**config.mk**
```make
export PLATFORM = sky130hd
export DESIGN_NAME = timer_block
export DESIGN_NICKNAME = d
export VERILOG_FILES = /design/src/rtl/timer_pkg.sv /design/src/rtl/pin_sync_edge.sv /design/src/rtl/axil_slave.sv /design/src/rtl/timer_block.sv
export SDC_FILE = /design/constraint.sdc
export NUM_CORES = 1
export LEC_CHECK = 0
export ABC_AREA = 1
export BUFFER_PORTS_ARGS = -buffer_cell sky130_fd_sc_hd__clkbuf_2
export CORE_ASPECT_RATIO = 0.7
export CORE_MARGIN = 3
export CORE_UTILIZATION = 60
export CTS_BUF_LIST = sky130_fd_sc_hd__clkbuf_8 sky130_fd_sc_hd__clkbuf_16
export CTS_CLUSTER_SIZE = 16
export DETAILED_ROUTE_END_ITERATION = 6
export PLACE_DENSITY_LB_ADDON = 0.05
export SKIP_CTS_REPAIR_TIMING = 1
export SLEW_MARGIN = 5
export SYNTH_ARGS = -nofsm -noshare
export SYNTH_HDL_FRONTEND = slang
export SYNTH_SLANG_ARGS = --single-unit
```
**constraint.sdc**
```tcl
create_clock -name REF_CLK -period 4.9 [get_ports REF_CLK]
set_input_delay 1.47 -clock REF_CLK [delete_from_list [all_inputs] [get_ports REF_CLK]]
set_output_delay 1.47 -clock REF_CLK [all_outputs]
set_load 0.01 [all_outputs]
```
**src/rtl/timer_pkg.sv**
```systemverilog
// Shared constants and carrier types for the timer block
package timer_pkg;
  // ----------------------------------------------------------------
  // Register byte addresses
  // ----------------------------------------------------------------
  localparam logic [7:0] ADDR_MODE = 8'h00;
  localparam logic [7:0] ADDR_TB_CTRL = 8'h04;
  localparam logic [7:0] ADDR_TB_LOW = 8'h08;
  localparam logic [7:0] ADDR_TB_HIGH = 8'h0c;
  localparam logic [7:0] ADDR_TC_LOW = 8'h10;
  localparam logic [7:0] ADDR_TC_HIGH = 8'h14;
  localparam logic [7:0] ADDR_CAP_LOW = 8'h18;
  localparam logic [7:0] ADDR_CAP_HIGH = 8'h1c;
  localparam logic [7:0] ADDR_IRQ_STATUS = 8'h20;
  localparam logic [7:0] ADDR_IRQ_MASK = 8'h24;
  localparam logic [7:0] ADDR_SERIAL_MODE = 8'h28;
  localparam logic [7:0] ADDR_T3_CTRL = 8'hc8;
  // ----------------------------------------------------------------
  // Reset values and field positions
  // ----------------------------------------------------------------
  localparam logic [7:0] RESET_BYTE = 8'h00;
  localparam int TB_GATE_BIT = 7;
  localparam int TB_CNT_SEL_BIT = 6;
  localparam int TB_RUN_BIT = 0;
  localparam int TB_FLAG_BIT = 1;
  localparam int T3_OVF_BIT = 7;
  localparam int T3_EXT_FLAG_BIT = 6;
  localparam int RX_BAUD_BIT = 5;
  localparam int TX_BAUD_BIT = 4;
  localparam int EXT_EN_BIT = 3;
  localparam int RUN_BIT = 2;
  localparam int CNT_SEL_BIT = 1;
  localparam int CAP_SEL_BIT = 0;
  localparam int IRQ_TB_BIT = 0;
  localparam int IRQ_TC_OVF_BIT = 1;
  localparam int IRQ_TC_EXT_BIT = 2;
  // Mode field codes of the second timer
  localparam logic [1:0] MODE_13BIT = 2'h0;
  localparam logic [1:0] MODE_16BIT = 2'h1;
  localparam logic [1:0] MODE_RELOAD = 2'h2;
  localparam logic [1:0] MODE_HALT = 2'h3;
  // Last prescaler count of a machine cycle, which is 12 clocks long
  localparam logic [3:0] MC_LAST = 4'hb;
  // Synchronised pins: count input b, gate b, count input c, trigger c
  localparam int PIN_COUNT = 4;
  localparam int PIN_TB_COUNT = 0;
  localparam int PIN_TB_GATE = 1;
  localparam int PIN_TC_COUNT = 2;
  localparam int PIN_TC_TRIG = 3;
  // AXI responses
  localparam logic [1:0] RESP_OKAY = 2'h0;
  localparam logic [1:0] RESP_SLVERR = 2'h2;
  // ----------------------------------------------------------------
  // Carriers
  // ----------------------------------------------------------------
  typedef struct packed {
    logic wr;
    logic [7:0] wr_addr;
    logic [7:0] wr_data;
    logic wr_lane;
    logic [7:0] rd_addr;
  } reg_access_t;
  typedef struct packed {
    logic wr_hit;
    logic rd_hit;
    logic [7:0] rd_data;
  } reg_answer_t;
endpackage

```
**src/rtl/pin_sync_edge.sv**
```systemverilog
// Two-stage synchronisers and falling-edge detectors for the pins
`timescale 1ns/10ps
module pin_sync_edge (
  input wire logic clk, // System clock
  input wire logic arst_n, // Asynchronous reset, active low
  input wire logic [timer_pkg::PIN_COUNT-1:0] pins, // Raw pin levels
  output logic [timer_pkg::PIN_COUNT-1:0] level, // Synchronised levels
  output logic [timer_pkg::PIN_COUNT-1:0] fall // One-cycle falling pulses
);
  typedef struct packed {
    logic [timer_pkg::PIN_COUNT-1:0] meta;
    logic [timer_pkg::PIN_COUNT-1:0] sync;
    logic [timer_pkg::PIN_COUNT-1:0] last;
  } sync_state_t;
  sync_state_t r;
  sync_state_t next_r;
  // Only the second stage feeds logic; the first may be metastable
  always_comb begin
    next_r.meta = pins;
    next_r.sync = r.meta;
    next_r.last = r.sync;
  end
  // Pins idle high, so reset to ones to avoid a false edge
  always_ff @(posedge clk or negedge arst_n) begin
    if (!arst_n) begin
      r <= '1;
    end else begin
      r <= next_r;
    end
  end
  assign level = r.sync;
  genvar i;
  generate
    for (i = 0; i < timer_pkg::PIN_COUNT; i++) begin : g_edge
      assign fall[i] = r.last[i] & ~r.sync[i];
    end
  endgenerate
endmodule

```
**src/rtl/axil_slave.sv**
```systemverilog
// AXI4-Lite slave front end turning bus beats into register strobes
`timescale 1ns/10ps
module axil_slave (
  input wire logic clk, // System clock
  input wire logic arst_n, // Asynchronous reset, active low
  input wire logic awvalid, // Write address valid
  output logic awready, // Write address ready
  input wire logic [7:0] awaddr, // Write byte address
  input wire logic wvalid, // Write data valid
  output logic wready, // Write data ready
  input wire logic [31:0] wdata, // Write data
  input wire logic [3:0] wstrb, // Byte lanes
  output logic bvalid, // Write response valid
  input wire logic bready, // Write response ready
  output logic [1:0] bresp, // Write response
  input wire logic arvalid, // Read address valid
  output logic arready, // Read address ready
  input wire logic [7:0] araddr, // Read byte address
  output logic rvalid, // Read data valid
  input wire logic rready, // Read data ready
  output logic [31:0] rdata, // Read data
  output logic [1:0] rresp, // Read response
  output timer_pkg::reg_access_t acc, // Strobes to the register file
  input timer_pkg::reg_answer_t ans // Decode and read data back
);
  typedef struct packed {
    logic aw_full;
    logic [7:0] aw_addr;
    logic w_full;
    logic [7:0] w_data;
    logic w_lane;
    logic b_valid;
    logic [1:0] b_resp;
    logic r_valid;
    logic [7:0] r_data;
    logic [1:0] r_resp;
  } axil_state_t;
  axil_state_t r;
  axil_state_t next_r;
  logic fire;
  // Address and data latch independently; the write fires once both are held
  always_comb begin
    next_r = r;
    fire = r.aw_full & r.w_full & ~r.b_valid;
    if (awvalid & awready) begin
      next_r.aw_full = 1'b1;
      next_r.aw_addr = awaddr;
    end
    if (wvalid & wready) begin
      next_r.w_full = 1'b1;
      next_r.w_data = wdata[7:0];
      next_r.w_lane = wstrb[0];
    end
    if (fire) begin
      next_r.aw_full = 1'b0;
      next_r.w_full = 1'b0;
      next_r.b_valid = 1'b1;
      next_r.b_resp = ans.wr_hit ? timer_pkg::RESP_OKAY : timer_pkg::RESP_SLVERR;
    end else if (r.b_valid & bready) begin
      next_r.b_valid = 1'b0;
    end
    if (arvalid & arready) begin
      next_r.r_valid = 1'b1;
      next_r.r_data = ans.rd_data;
      next_r.r_resp = ans.rd_hit ? timer_pkg::RESP_OKAY : timer_pkg::RESP_SLVERR;
    end else if (r.r_valid & rready) begin
      next_r.r_valid = 1'b0;
    end
  end
  always_ff @(posedge clk or negedge arst_n) begin
    if (!arst_n) begin
      r <= '0;
    end else begin
      r <= next_r;
    end
  end
  // One write and one read in flight; a held response stalls new requests
  assign awready = ~r.aw_full & ~r.b_valid;
  assign wready = ~r.w_full & ~r.b_valid;
  assign arready = ~r.r_valid;
  assign bvalid = r.b_valid;
  assign bresp = r.b_resp;
  assign rvalid = r.r_valid;
  assign rdata = {24'h000000, r.r_data};
  assign rresp = r.r_resp;
  assign acc.wr = fire & ans.wr_hit;
  assign acc.wr_addr = r.aw_addr;
  assign acc.wr_data = r.w_data;
  assign acc.wr_lane = r.w_lane;
  assign acc.rd_addr = araddr;
endmodule

```
**src/rtl/timer_block.sv**
```systemverilog
// Second standard timer and 16-bit third timer with serial baud selection
`timescale 1ns/10ps
module timer_block (
  input wire logic REF_CLK, // System clock, 100 MHz
  input wire logic ARST_N, // Asynchronous reset, active low
  input wire logic S_AXI_AWVALID, // Write address valid
  output logic S_AXI_AWREADY, // Write address ready
  input wire logic [7:0] S_AXI_AWADDR, // Write byte address
  input wire logic S_AXI_WVALID, // Write data valid
  output logic S_AXI_WREADY, // Write data ready
  input wire logic [31:0] S_AXI_WDATA, // Write data
  input wire logic [3:0] S_AXI_WSTRB, // Write byte lanes
  output logic S_AXI_BVALID, // Write response valid
  input wire logic S_AXI_BREADY, // Write response ready
  output logic [1:0] S_AXI_BRESP, // Write response
  input wire logic S_AXI_ARVALID, // Read address valid
  output logic S_AXI_ARREADY, // Read address ready
  input wire logic [7:0] S_AXI_ARADDR, // Read byte address
  output logic S_AXI_RVALID, // Read data valid
  input wire logic S_AXI_RREADY, // Read data ready
  output logic [31:0] S_AXI_RDATA, // Read data
  output logic [1:0] S_AXI_RRESP, // Read response
  input wire logic TIMER_B_COUNT_PIN, // Event input of the second timer
  input wire logic TIMER_B_GATE_PIN, // Gate input of the second timer
  input wire logic TIMER_C_COUNT_PIN, // Event input of the third timer
  input wire logic TIMER_C_TRIGGER_PIN, // Capture/reload trigger
  output logic SERIAL_RX_TICK, // Receive clock pulse to serial port
  output logic SERIAL_TX_TICK, // Transmit clock pulse to serial port
  output logic IRQ // Level interrupt
);
  // ----------------------------------------------------------------
  // State
  // ----------------------------------------------------------------
  typedef struct packed {
    logic [3:0] presc;
    logic [7:0] timer_mode_register;
    logic timer_b_run;
    logic timer_b_overflow_flag;
    logic [7:0] timer_b_low_count;
    logic [7:0] timer_b_high_count;
    logic [7:0] timer_three_control;
    logic [7:0] timer_c_low_count;
    logic [7:0] timer_c_high_count;
    logic [7:0] capture_low_register;
    logic [7:0] capture_high_register;
    logic [2:0] irq_status;
    logic [2:0] irq_mask;
    logic [1:0] serial_mode;
    logic rx_tick;
    logic tx_tick;
  } timers_state_t;
  timers_state_t r;
  timers_state_t next_r;
  timer_pkg::reg_access_t acc;
  timer_pkg::reg_answer_t ans;
  logic [timer_pkg::PIN_COUNT-1:0] pin_level;
  logic [timer_pkg::PIN_COUNT-1:0] pin_fall;
  logic mc_tick, tb_split, tb_enable, tb_tick, tb_ovf;
  logic [1:0] tb_mode;
  logic [12:0] tb_13;
  logic tc_run, tc_baud, tc_capture, tc_tick, tc_ovf, trig_evt;
  logic [15:0] tc_count;
  logic [7:0] wd;
  logic we;
  logic [8:0] rd_word;
  logic [8:0] wr_word;
  // ----------------------------------------------------------------
  // Bus front end and pin synchronisers
  // ----------------------------------------------------------------
  axil_slave u_bus (
    .clk(REF_CLK),
    .arst_n(ARST_N),
    .awvalid(S_AXI_AWVALID),
    .awready(S_AXI_AWREADY),
    .awaddr(S_AXI_AWADDR),
    .wvalid(S_AXI_WVALID),
    .wready(S_AXI_WREADY),
    .wdata(S_AXI_WDATA),
    .wstrb(S_AXI_WSTRB),
    .bvalid(S_AXI_BVALID),
    .bready(S_AXI_BREADY),
    .bresp(S_AXI_BRESP),
    .arvalid(S_AXI_ARVALID),
    .arready(S_AXI_ARREADY),
    .araddr(S_AXI_ARADDR),
    .rvalid(S_AXI_RVALID),
    .rready(S_AXI_RREADY),
    .rdata(S_AXI_RDATA),
    .rresp(S_AXI_RRESP),
    .acc(acc),
    .ans(ans)
  );
  pin_sync_edge u_pins (
    .clk(REF_CLK),
    .arst_n(ARST_N),
    .pins({TIMER_C_TRIGGER_PIN, TIMER_C_COUNT_PIN, TIMER_B_GATE_PIN, TIMER_B_COUNT_PIN}),
    .level(pin_level),
    .fall(pin_fall)
  );
  // ----------------------------------------------------------------
  // Address decode and read mux
  // ----------------------------------------------------------------
  function automatic logic [8:0] read_reg(input timers_state_t s, input logic [7:0] a);
    logic [8:0] v;
    v = 9'h000;
    unique case (a)
      timer_pkg::ADDR_MODE: v = {1'b1, s.timer_mode_register};
      timer_pkg::ADDR_TB_CTRL: v = {7'h40, s.timer_b_overflow_flag, s.timer_b_run};
      timer_pkg::ADDR_TB_LOW: v = {1'b1, s.timer_b_low_count};
      timer_pkg::ADDR_TB_HIGH: v = {1'b1, s.timer_b_high_count};
      timer_pkg::ADDR_TC_LOW: v = {1'b1, s.timer_c_low_count};
      timer_pkg::ADDR_TC_HIGH: v = {1'b1, s.timer_c_high_count};
      timer_pkg::ADDR_CAP_LOW: v = {1'b1, s.capture_low_register};
      timer_pkg::ADDR_CAP_HIGH: v = {1'b1, s.capture_high_register};
      timer_pkg::ADDR_IRQ_STATUS: v = {6'h20, s.irq_status};
      timer_pkg::ADDR_IRQ_MASK: v = {6'h20, s.irq_mask};
      timer_pkg::ADDR_SERIAL_MODE: v = {7'h40, s.serial_mode};
      timer_pkg::ADDR_T3_CTRL: v = {1'b1, s.timer_three_control};
      default: v = 9'h000;
    endcase
    return v;
  endfunction
  // Unmapped addresses answer with a slave error and read as zero
  always_comb begin
    rd_word = read_reg(r, acc.rd_addr);
    wr_word = read_reg(r, acc.wr_addr);
    // Bit 8 of a decoded word marks a mapped register
    ans.rd_hit = rd_word[8];
    ans.rd_data = rd_word[7:0];
    ans.wr_hit = wr_word[8];
  end
  // ----------------------------------------------------------------
  // Timer datapath
  // ----------------------------------------------------------------
  // Counts and fields are written last, so a software write wins over
  // counting; flags are OR-ed in after the write so a hardware set wins.
  always_comb begin
    next_r = r;
    wd = acc.wr_data;
    we = acc.wr & acc.wr_lane;
    mc_tick = (r.presc == timer_pkg::MC_LAST);
    next_r.presc = mc_tick ? 4'h0 : r.presc + 4'h1;
    // Second timer enable; a split first timer owns its run bit
    tb_mode = r.timer_mode_register[5:4];
    tb_split = (r.timer_mode_register[1:0] == timer_pkg::MODE_HALT);
    if (tb_split) begin
      tb_enable = (tb_mode != timer_pkg::MODE_HALT);
    end else begin
      tb_enable = r.timer_b_run & (tb_mode != timer_pkg::MODE_HALT) &
        (~r.timer_mode_register[timer_pkg::TB_GATE_BIT] | pin_level[timer_pkg::PIN_TB_GATE]);
    end
    tb_tick = tb_enable & (r.timer_mode_register[timer_pkg::TB_CNT_SEL_BIT] ?
      pin_fall[timer_pkg::PIN_TB_COUNT] : mc_tick);
    tb_13 = {r.timer_b_high_count, r.timer_b_low_count[4:0]};
    tb_ovf = 1'b0;
    unique case (tb_mode)
      timer_pkg::MODE_13BIT: begin
        tb_ovf = tb_tick & (tb_13 == 13'h1fff);
        if (tb_tick) begin
          {next_r.timer_b_high_count, next_r.timer_b_low_count[4:0]} = tb_13 + 13'h0001;
        end
      end
      timer_pkg::MODE_16BIT: begin
        tb_ovf = tb_tick & ({r.timer_b_high_count, r.timer_b_low_count} == 16'hffff);
        if (tb_tick) begin
          {next_r.timer_b_high_count, next_r.timer_b_low_count} =
            {r.timer_b_high_count, r.timer_b_low_count} + 16'h0001;
        end
      end
      timer_pkg::MODE_RELOAD: begin
        tb_ovf = tb_tick & (r.timer_b_low_count == 8'hff);
        if (tb_ovf) begin
          next_r.timer_b_low_count = r.timer_b_high_count;
        end else if (tb_tick) begin
          next_r.timer_b_low_count = r.timer_b_low_count + 8'h01;
        end
      end
      timer_pkg::MODE_HALT: begin
        tb_ovf = 1'b0;
      end
    endcase
    // Third timer mode decode
    tc_run = r.timer_three_control[timer_pkg::RUN_BIT];
    tc_baud = r.timer_three_control[timer_pkg::RX_BAUD_BIT] |
      r.timer_three_control[timer_pkg::TX_BAUD_BIT];
    tc_capture = ~tc_baud & r.timer_three_control[timer_pkg::CAP_SEL_BIT];
    tc_tick = tc_run & (r.timer_three_control[timer_pkg::CNT_SEL_BIT] ?
      mc_tick : pin_fall[timer_pkg::PIN_TC_COUNT]);
    tc_count = {r.timer_c_high_count, r.timer_c_low_count};
    tc_ovf = tc_tick & (tc_count == 16'hffff);
    trig_evt = pin_fall[timer_pkg::PIN_TC_TRIG] &
      r.timer_three_control[timer_pkg::EXT_EN_BIT];
    if (tc_ovf & ~tc_capture) begin
      {next_r.timer_c_high_count, next_r.timer_c_low_count} =
        {r.capture_high_register, r.capture_low_register};
    end else if (tc_tick) begin
      {next_r.timer_c_high_count, next_r.timer_c_low_count} = tc_count + 16'h0001;
    end
    // Trigger edge: capture in capture mode, reload in reload mode
    if (trig_evt & tc_capture) begin
      next_r.capture_high_register = r.timer_c_high_count;
      next_r.capture_low_register = r.timer_c_low_count;
    end else if (trig_evt & ~tc_baud) begin
      {next_r.timer_c_high_count, next_r.timer_c_low_count} =
        {r.capture_high_register, r.capture_low_register};
    end
    // Software writes
    if (we) begin
      unique case (acc.wr_addr)
        timer_pkg::ADDR_MODE: next_r.timer_mode_register = wd;
        timer_pkg::ADDR_TB_CTRL: begin
          next_r.timer_b_run = wd[timer_pkg::TB_RUN_BIT];
          next_r.timer_b_overflow_flag = wd[timer_pkg::TB_FLAG_BIT];
        end
        timer_pkg::ADDR_TB_LOW: next_r.timer_b_low_count = wd;
        timer_pkg::ADDR_TB_HIGH: next_r.timer_b_high_count = wd;
        timer_pkg::ADDR_TC_LOW: next_r.timer_c_low_count = wd;
        timer_pkg::ADDR_TC_HIGH: next_r.timer_c_high_count = wd;
        timer_pkg::ADDR_CAP_LOW: next_r.capture_low_register = wd;
        timer_pkg::ADDR_CAP_HIGH: next_r.capture_high_register = wd;
        timer_pkg::ADDR_IRQ_STATUS: next_r.irq_status = r.irq_status & ~wd[2:0];
        timer_pkg::ADDR_IRQ_MASK: next_r.irq_mask = wd[2:0];
        timer_pkg::ADDR_SERIAL_MODE: next_r.serial_mode = wd[1:0];
        timer_pkg::ADDR_T3_CTRL: next_r.timer_three_control = wd;
        default: next_r.serial_mode = r.serial_mode;
      endcase
    end
    // Hardware flag sets; a split first timer keeps the overflow flag
    if (tb_ovf & ~tb_split) begin
      next_r.timer_b_overflow_flag = 1'b1;
      next_r.irq_status[timer_pkg::IRQ_TB_BIT] = 1'b1;
    end
    if (tc_ovf & ~tc_baud) begin
      next_r.timer_three_control[timer_pkg::T3_OVF_BIT] = 1'b1;
      next_r.irq_status[timer_pkg::IRQ_TC_OVF_BIT] = 1'b1;
    end
    if (trig_evt) begin
      next_r.timer_three_control[timer_pkg::T3_EXT_FLAG_BIT] = 1'b1;
      next_r.irq_status[timer_pkg::IRQ_TC_EXT_BIT] = 1'b1;
    end
    // Serial clocks only matter in the variable-rate serial modes
    next_r.rx_tick = r.serial_mode[0] &
      (r.timer_three_control[timer_pkg::RX_BAUD_BIT] ? tc_ovf : tb_ovf);
    next_r.tx_tick = r.serial_mode[0] &
      (r.timer_three_control[timer_pkg::TX_BAUD_BIT] ? tc_ovf : tb_ovf);
  end
  always_ff @(posedge REF_CLK or negedge ARST_N) begin
    if (!ARST_N) begin
      r <= '0;
    end else begin
      r <= next_r;
    end
  end
  // Outputs; the interrupt stays high while any unmasked status bit is set
  assign SERIAL_RX_TICK = r.rx_tick;
  assign SERIAL_TX_TICK = r.tx_tick;
  assign IRQ = |(r.irq_status & r.irq_mask);
endmodule

```
# [Yosys cells after proc, flatten, opt, wreduce, memory -nomap -nowiden]
# Cells that the tools add are included.
[word_totals] n_memories=0 out_inout_bits=44 ff_bits=125 elab_cells=194 latchBits=0 inputBits=63 rom_bits=0 mem_bits_rw=0
[classes] multipliers=0 reduce_logical=28 shift=0 n_mux=49 eq_ne=32 addsub=5 n_lt_le_gt_ge=0 div_mod_pow=0 bitwise_logic=47
[op_table] operator="9-bit one-hot mux with 12 select lines" count=2
[op_table] operator="16-bit 2-to-1 mux" count=6
[op_table] operator="8-bit 2-to-1 mux" count=9
[op_table] operator="65-bit 2-to-1 mux" count=1
[op_table] operator="8-bit by 5-bit equality test with 1-bit output, second input constant" count=8
[op_table] operator="8-bit by 6-bit equality test with 1-bit output, second input constant" count=6
[op_table] operator="16-bit by 1-bit adder with 16-bit output, second input constant" count=2
[op_table] operator="16-bit equality test, second input constant" count=2
[op_table] operator="8-bit by 4-bit equality test with 1-bit output, second input constant" count=4
[op_table] operator="1-bit AND" count=31
[op_table] operator="2-bit nonzero test" count=13
[op_table] operator="8-bit equality test, second input constant" count=3
[op_table] operator="2-bit AND reduction" count=11
[op_table] operator="1-bit 2-to-1 mux" count=18
[op_table] operator="8-bit by 3-bit equality test with 1-bit output, second input constant" count=2
[op_table] operator="8-bit logical NOT" count=2
[op_table] operator="8-bit one-hot mux with 2 select lines" count=1
[op_table] operator="5-bit one-hot mux with 3 select lines" count=1
[op_table] operator="13-bit by 1-bit adder with 13-bit output, second input constant" count=1
[op_table] operator="13-bit equality test, second input constant" count=1
[op_table] operator="13-bit 2-to-1 mux" count=1
[op_table] operator="1-bit NOT" count=11
[op_table] operator="10-bit 2-to-1 mux" count=1
[op_table] operator="9-bit 2-to-1 mux" count=1
[op_table] operator="other kinds (16)" count=23

# [Logic depth before layout (Yosys ltp)]
[depth] ltp_word=12 depth_mapped=14 depth_no_buf=13

# [Hierarchy]
# From an unflattened synthesis, not the netlist that was laid out.
[unflattened] cells_unflattened=1092 area_unflattened_um2=7858.8
[modules_own_cells] module="timer_block" area_each_um2=5770.5 cells_per_inst=871 instances=1
[modules_own_cells] module="axil_slave" area_each_um2=1702.9 cells_per_inst=197 instances=1
[modules_own_cells] module="pin_sync_edge" area_each_um2=385.4 cells_per_inst=24 instances=1

# [Least setup slack after synthesis]
# Ideal clock, no wire load.
[synth_path] kind="input-to-reg" start="input S_AXI_ARADDR[1]" end="register u_bus.r, in the netlist u_bus.rdata[3]" setup_time_ps=66 setup_slack_ps=2359 t_required_ps=4834 stages=11 arrival_ps=2475 cell_sequence="nor2_1 nand2_1 nor2_1 nand2_1 inv_1 nand2_1 o21ai_0 a21oi_1 nand3b_1 nand2_1 nand2_1"
[synth_between] elab_chain_cells=2 word_cells_on_any_way=13
[synth_lines] element="start, declared" line="timer_block.sv:18" text="input wire logic [7:0] S_AXI_ARADDR,"
[synth_lines] element="8-bit equality test, or another cell as far along" line="timer_block.sv:106" text="unique case (a)"
[synth_lines] element="9-bit one-hot mux with 12 select lines *" line="timer_block.sv:106"
[synth_lines] element="end signal, assigned" line="axil_slave.sv:74" text="r <= next_r;"
[synth_lines] element="end, declared" line="axil_slave.sv:38" text="axil_state_t r;"
# Every way passes the cells marked *; elsewhere a longest branch is shown, timed or not.
# A chain may end at the register's enable or synchronous reset.

==> results.py <==
metrics = {
    "sta": {
        "rsz0062_at_grt": "no",
        "fmax_mhz": 333,
        "fin_skew_ns": 0.00894,
        "tns_ns": 0,
        "holdWs_ns": 0.355,
        "hold_viol": 0,
        "worst-slew-pin-transition_ns": 1.02,
        "drv_slew": 0,
        "min_period_ns": 3.00,
        "setup_viol": 0,
        "max_slew_margin_pct": 31.6,
        "post-route-period-util_pct": 61.2,
    },
    "synthesis": {
        "synth_compound_area_share_pct": 10.8,
        "synth_simple_gate_area_share_pct": 34.2,
        "synth_edf_count": 0,
        "netlist_instances": 1102,
        "seq_area_frac_synth_pct": 40.1,
        "synth_top_family_by_area": "simple AND/OR/NAND/NOR gates",
        "ys_warn_count": 0,
        "syn_area_mm2": 0.00765,
        "muxShareOfSynthArea_pct": 0.720,
        "synth_cell_type_count": 44,
        "synthXorXnorAreaFrac_pct": 1.60,
        "async_reset_ff_share_pct": 100,
        "synthAdderAreaFrac_pct": 1.14,
        "syn_area_per_cell_um2": 6.94,
        "synthFlopType": "dfrtp_1",
        "synth-seq-cells": 122,
    },
    "route": {
        "drt_iter0_markers": 969,
        "drt-total-wl_um": 22700,
        "ant_nets": 0,
        "drc": 44,
        "dr_total_vias": 7537,
        "avgRoutedWirePerCell_um": 17.2,
        "vias_per_cell": 5.73,
        "first_pass_iters": 7,
    },
    "pwr": {
        "p_leak_nw": 4.21,
        "ir_drop_uv": 365,
        "power_mw": 2.91,
        "power.density_mw_per_mm2": 344,
    },
    "global_route": {
        "grt_max_degree": 75,
        "grt_pass1_vias": 6746,
        "grt_pass1_wl_um": 36200,
        "grtUsageTotal_pct": 33.2,
        "grt.overflow.total": 0,
        "antenna_found_initial": 0,
    },
    "worst_hold_path": {
        "min_path_type": "flip-flop to flip-flop",
    },
    "worst_setup_path": {
        "crit_fanout": 26,
        "cp.arrival_ns": 3.30,
        "critPathLaunchType": "flip-flop",
        "worstSetupPathType": "flip-flop to flip-flop",
        "critPathCaptureType": "flip-flop",
        "cp_data_required_time_ns": 5.20,
    },
    "placed_design": {
        "place.detailed.hpwl_um": 16800,
        "port_buffers": 53,
        "post_dp_cell_area_mm2": 0.00787,
        "place_congestion": 1.05,
    },
    "floorplan": {
        "dieHeight_um": 100,
        "io_pins": 107,
        "core-area_mm2": 0.0121,
        "placementRows": 33,
        "die_area_mm2": 0.0142,
        "start_util_pct": 63.4,
        "die_w_um": 141,
    },
    "clock_tree": {
        "clock-sinks": 122,
        "max-clock-path-buffers": 2,
        "cts-buffers-inserted": 17,
        "cts_root_buffer": "clkbuf_16",
        "cts_tree": "built",
        "cts_max_level": 4,
        "clock_latency_ns": 0.43,
        "cts.clk_slew.worst_paths_ns": 0.06,
    },
    "layout": {
        "drive_gt1_share_pct": 11.8,
        "final_nets": 1216,
        "final_area_mm2": 0.00846,
        "fillers": 1022,
        "diodes": 0,
        "area_delta_synth_final_pct": 10.6,
        "finalCoreUtilization_pct": 70.2,
    },
    "run_status": {
        "violations": "DRC",
        "status": "finished, violations left",
    },
    "run": {
        "maxCapViolCount": 0,
    },
}
==> registers in the layout, summed over array words and instances, names as in the netlist <==
register and cells:
SERIAL_RX_TICK 1, SERIAL_TX_TICK 1, r 78, u_bus.acc 17, u_bus.bresp 1, u_bus.bvalid 1, u_bus.r 2, u_bus.rdata 8
u_bus.rresp 1, u_bus.rvalid 1, u_pins.level 4, u_pins.next_r 4, u_pins.r 3
==> synthesized netlist by cell type, types with 2 or more instances <==
cell,number,share of area (%)
a211oi_1,2,0.20
a21oi_1,51,3.3
and2_1,2,0.16
buf_2,8,0.52
buf_4,37,3.6
clkbuf_1,8,0.39
dfrtp_1,111,36
dfstp_2,11,3.8
ha_1,7,1.1
inv_1,128,6.3
inv_2,6,0.29
mux2_2,4,0.59
nand2_1,350,17
nand2_2,5,0.41
nand3_1,83,5.4
nand3_2,4,0.52
nand3b_1,5,0.49
nand4_1,14,1.1
nor2_1,116,5.7
nor2_2,6,0.49
nor2_4,2,0.29
nor3_1,9,0.59
nor3_2,4,0.52
o21ai_0,60,3.9
o21ai_1,22,1.4
o22ai_1,16,1.3
or2_2,2,0.16
xor2_1,13,1.5
==> final timing paths <==
| kind | startpoint | to | slack [ns] | depth (start not counted) |
|---|---|---|---|---|
| max | r[72] | r[60] | 1.90 | 11 |
| min | u_pins.next_r[5] | u_pins.level[1] | 0.35 | 0 |
| max reg2reg | r[72] | r[60] | 1.90 | 11 |
| min reg2reg | u_pins.next_r[5] | u_pins.level[1] | 0.35 | 0 |
| max in group asynchronous | ARST_N | r[11] | 2.95 | 2 |
| min in group asynchronous | ARST_N | r[54] | 1.17 | 1 |
==> cells by family after synthesis <==
logic type | Yosys count
and+or+nand+nor | 607
buffers and inverters | 190
AOI/OAI and AO/OA | 156
DFF | 122
xor gates and xnor gates | 14
adders and majority gates | 7
muxes | 5
other | 1
==> layout make-up <==
type                       instances  area (um^2)  area share, %
tap                              157          196           2.32
inverter                         136          514           6.08
multi-input combinational        815         3800           45.0
clock buffer                      17          425           5.03
clock inverter                    15          165           1.95
timing repair buffer              54          288           3.40
sequential                       122         3070           36.3
==> metal layers <==
| layer | global-route usage, % | part of all wire (%) |
|---|---|---|
| met1 | 49.6 | 43 |
| met2 | 46.6 | 40 |
| met3 | 9.91 | 15 |
| met4 | 9.68 | 2.2 |
| met5 | 0 | 0 |
==> critical path: stages (launching register included) <==
cell and delay, ns:
dfrtp_1 0.45, ha_1 0.34, inv_1 0.24, nand2_1 0.10
nor2_2 0.77, nand2_1 0.26, nand2_1 0.15, nand2_1 0.18
nand2_1 0.14, nand2_1 0.06, a21oi_1 0.12, nor2_1 0.05
==> cells in the final DEF (no fill, tap or decap), drive strengths merged <==
cell type  count
xor2          13
buf            2
a211oi         2
o221ai         1
nand3b         6
inv          142
nand2        356
dfstp         11
or2            2
conb          26
a21oi         52
mux2           4
clkinv         5
o21ai         82
o211ai         1
clkbuf        69
o22ai         16
clkinvlp       2
ha             7
nand4         15
mux2i          1
dfrtp        111
o2bb2ai        1
and2           2
nor3          14
bufinv         2
o41ai          1
nor2         124
xnor2          1
nand3         88
==> through the flow <==
stage,worst slack (ns),std cells
floorplan,2.36,1127
detailed placement,1.84,1284
global route,1.61,1316
global placement,1.88,1284
finish,1.90,1316
CTS,1.98,1316
==> where the power goes <==
group	total [mW]	internal, mW	switching, mW
combinational	0.401	0.105	0.295
sequential	1.25	1.10	0.145
clock	1.27	0.758	0.508
Power figures use the tool's default switching activity.
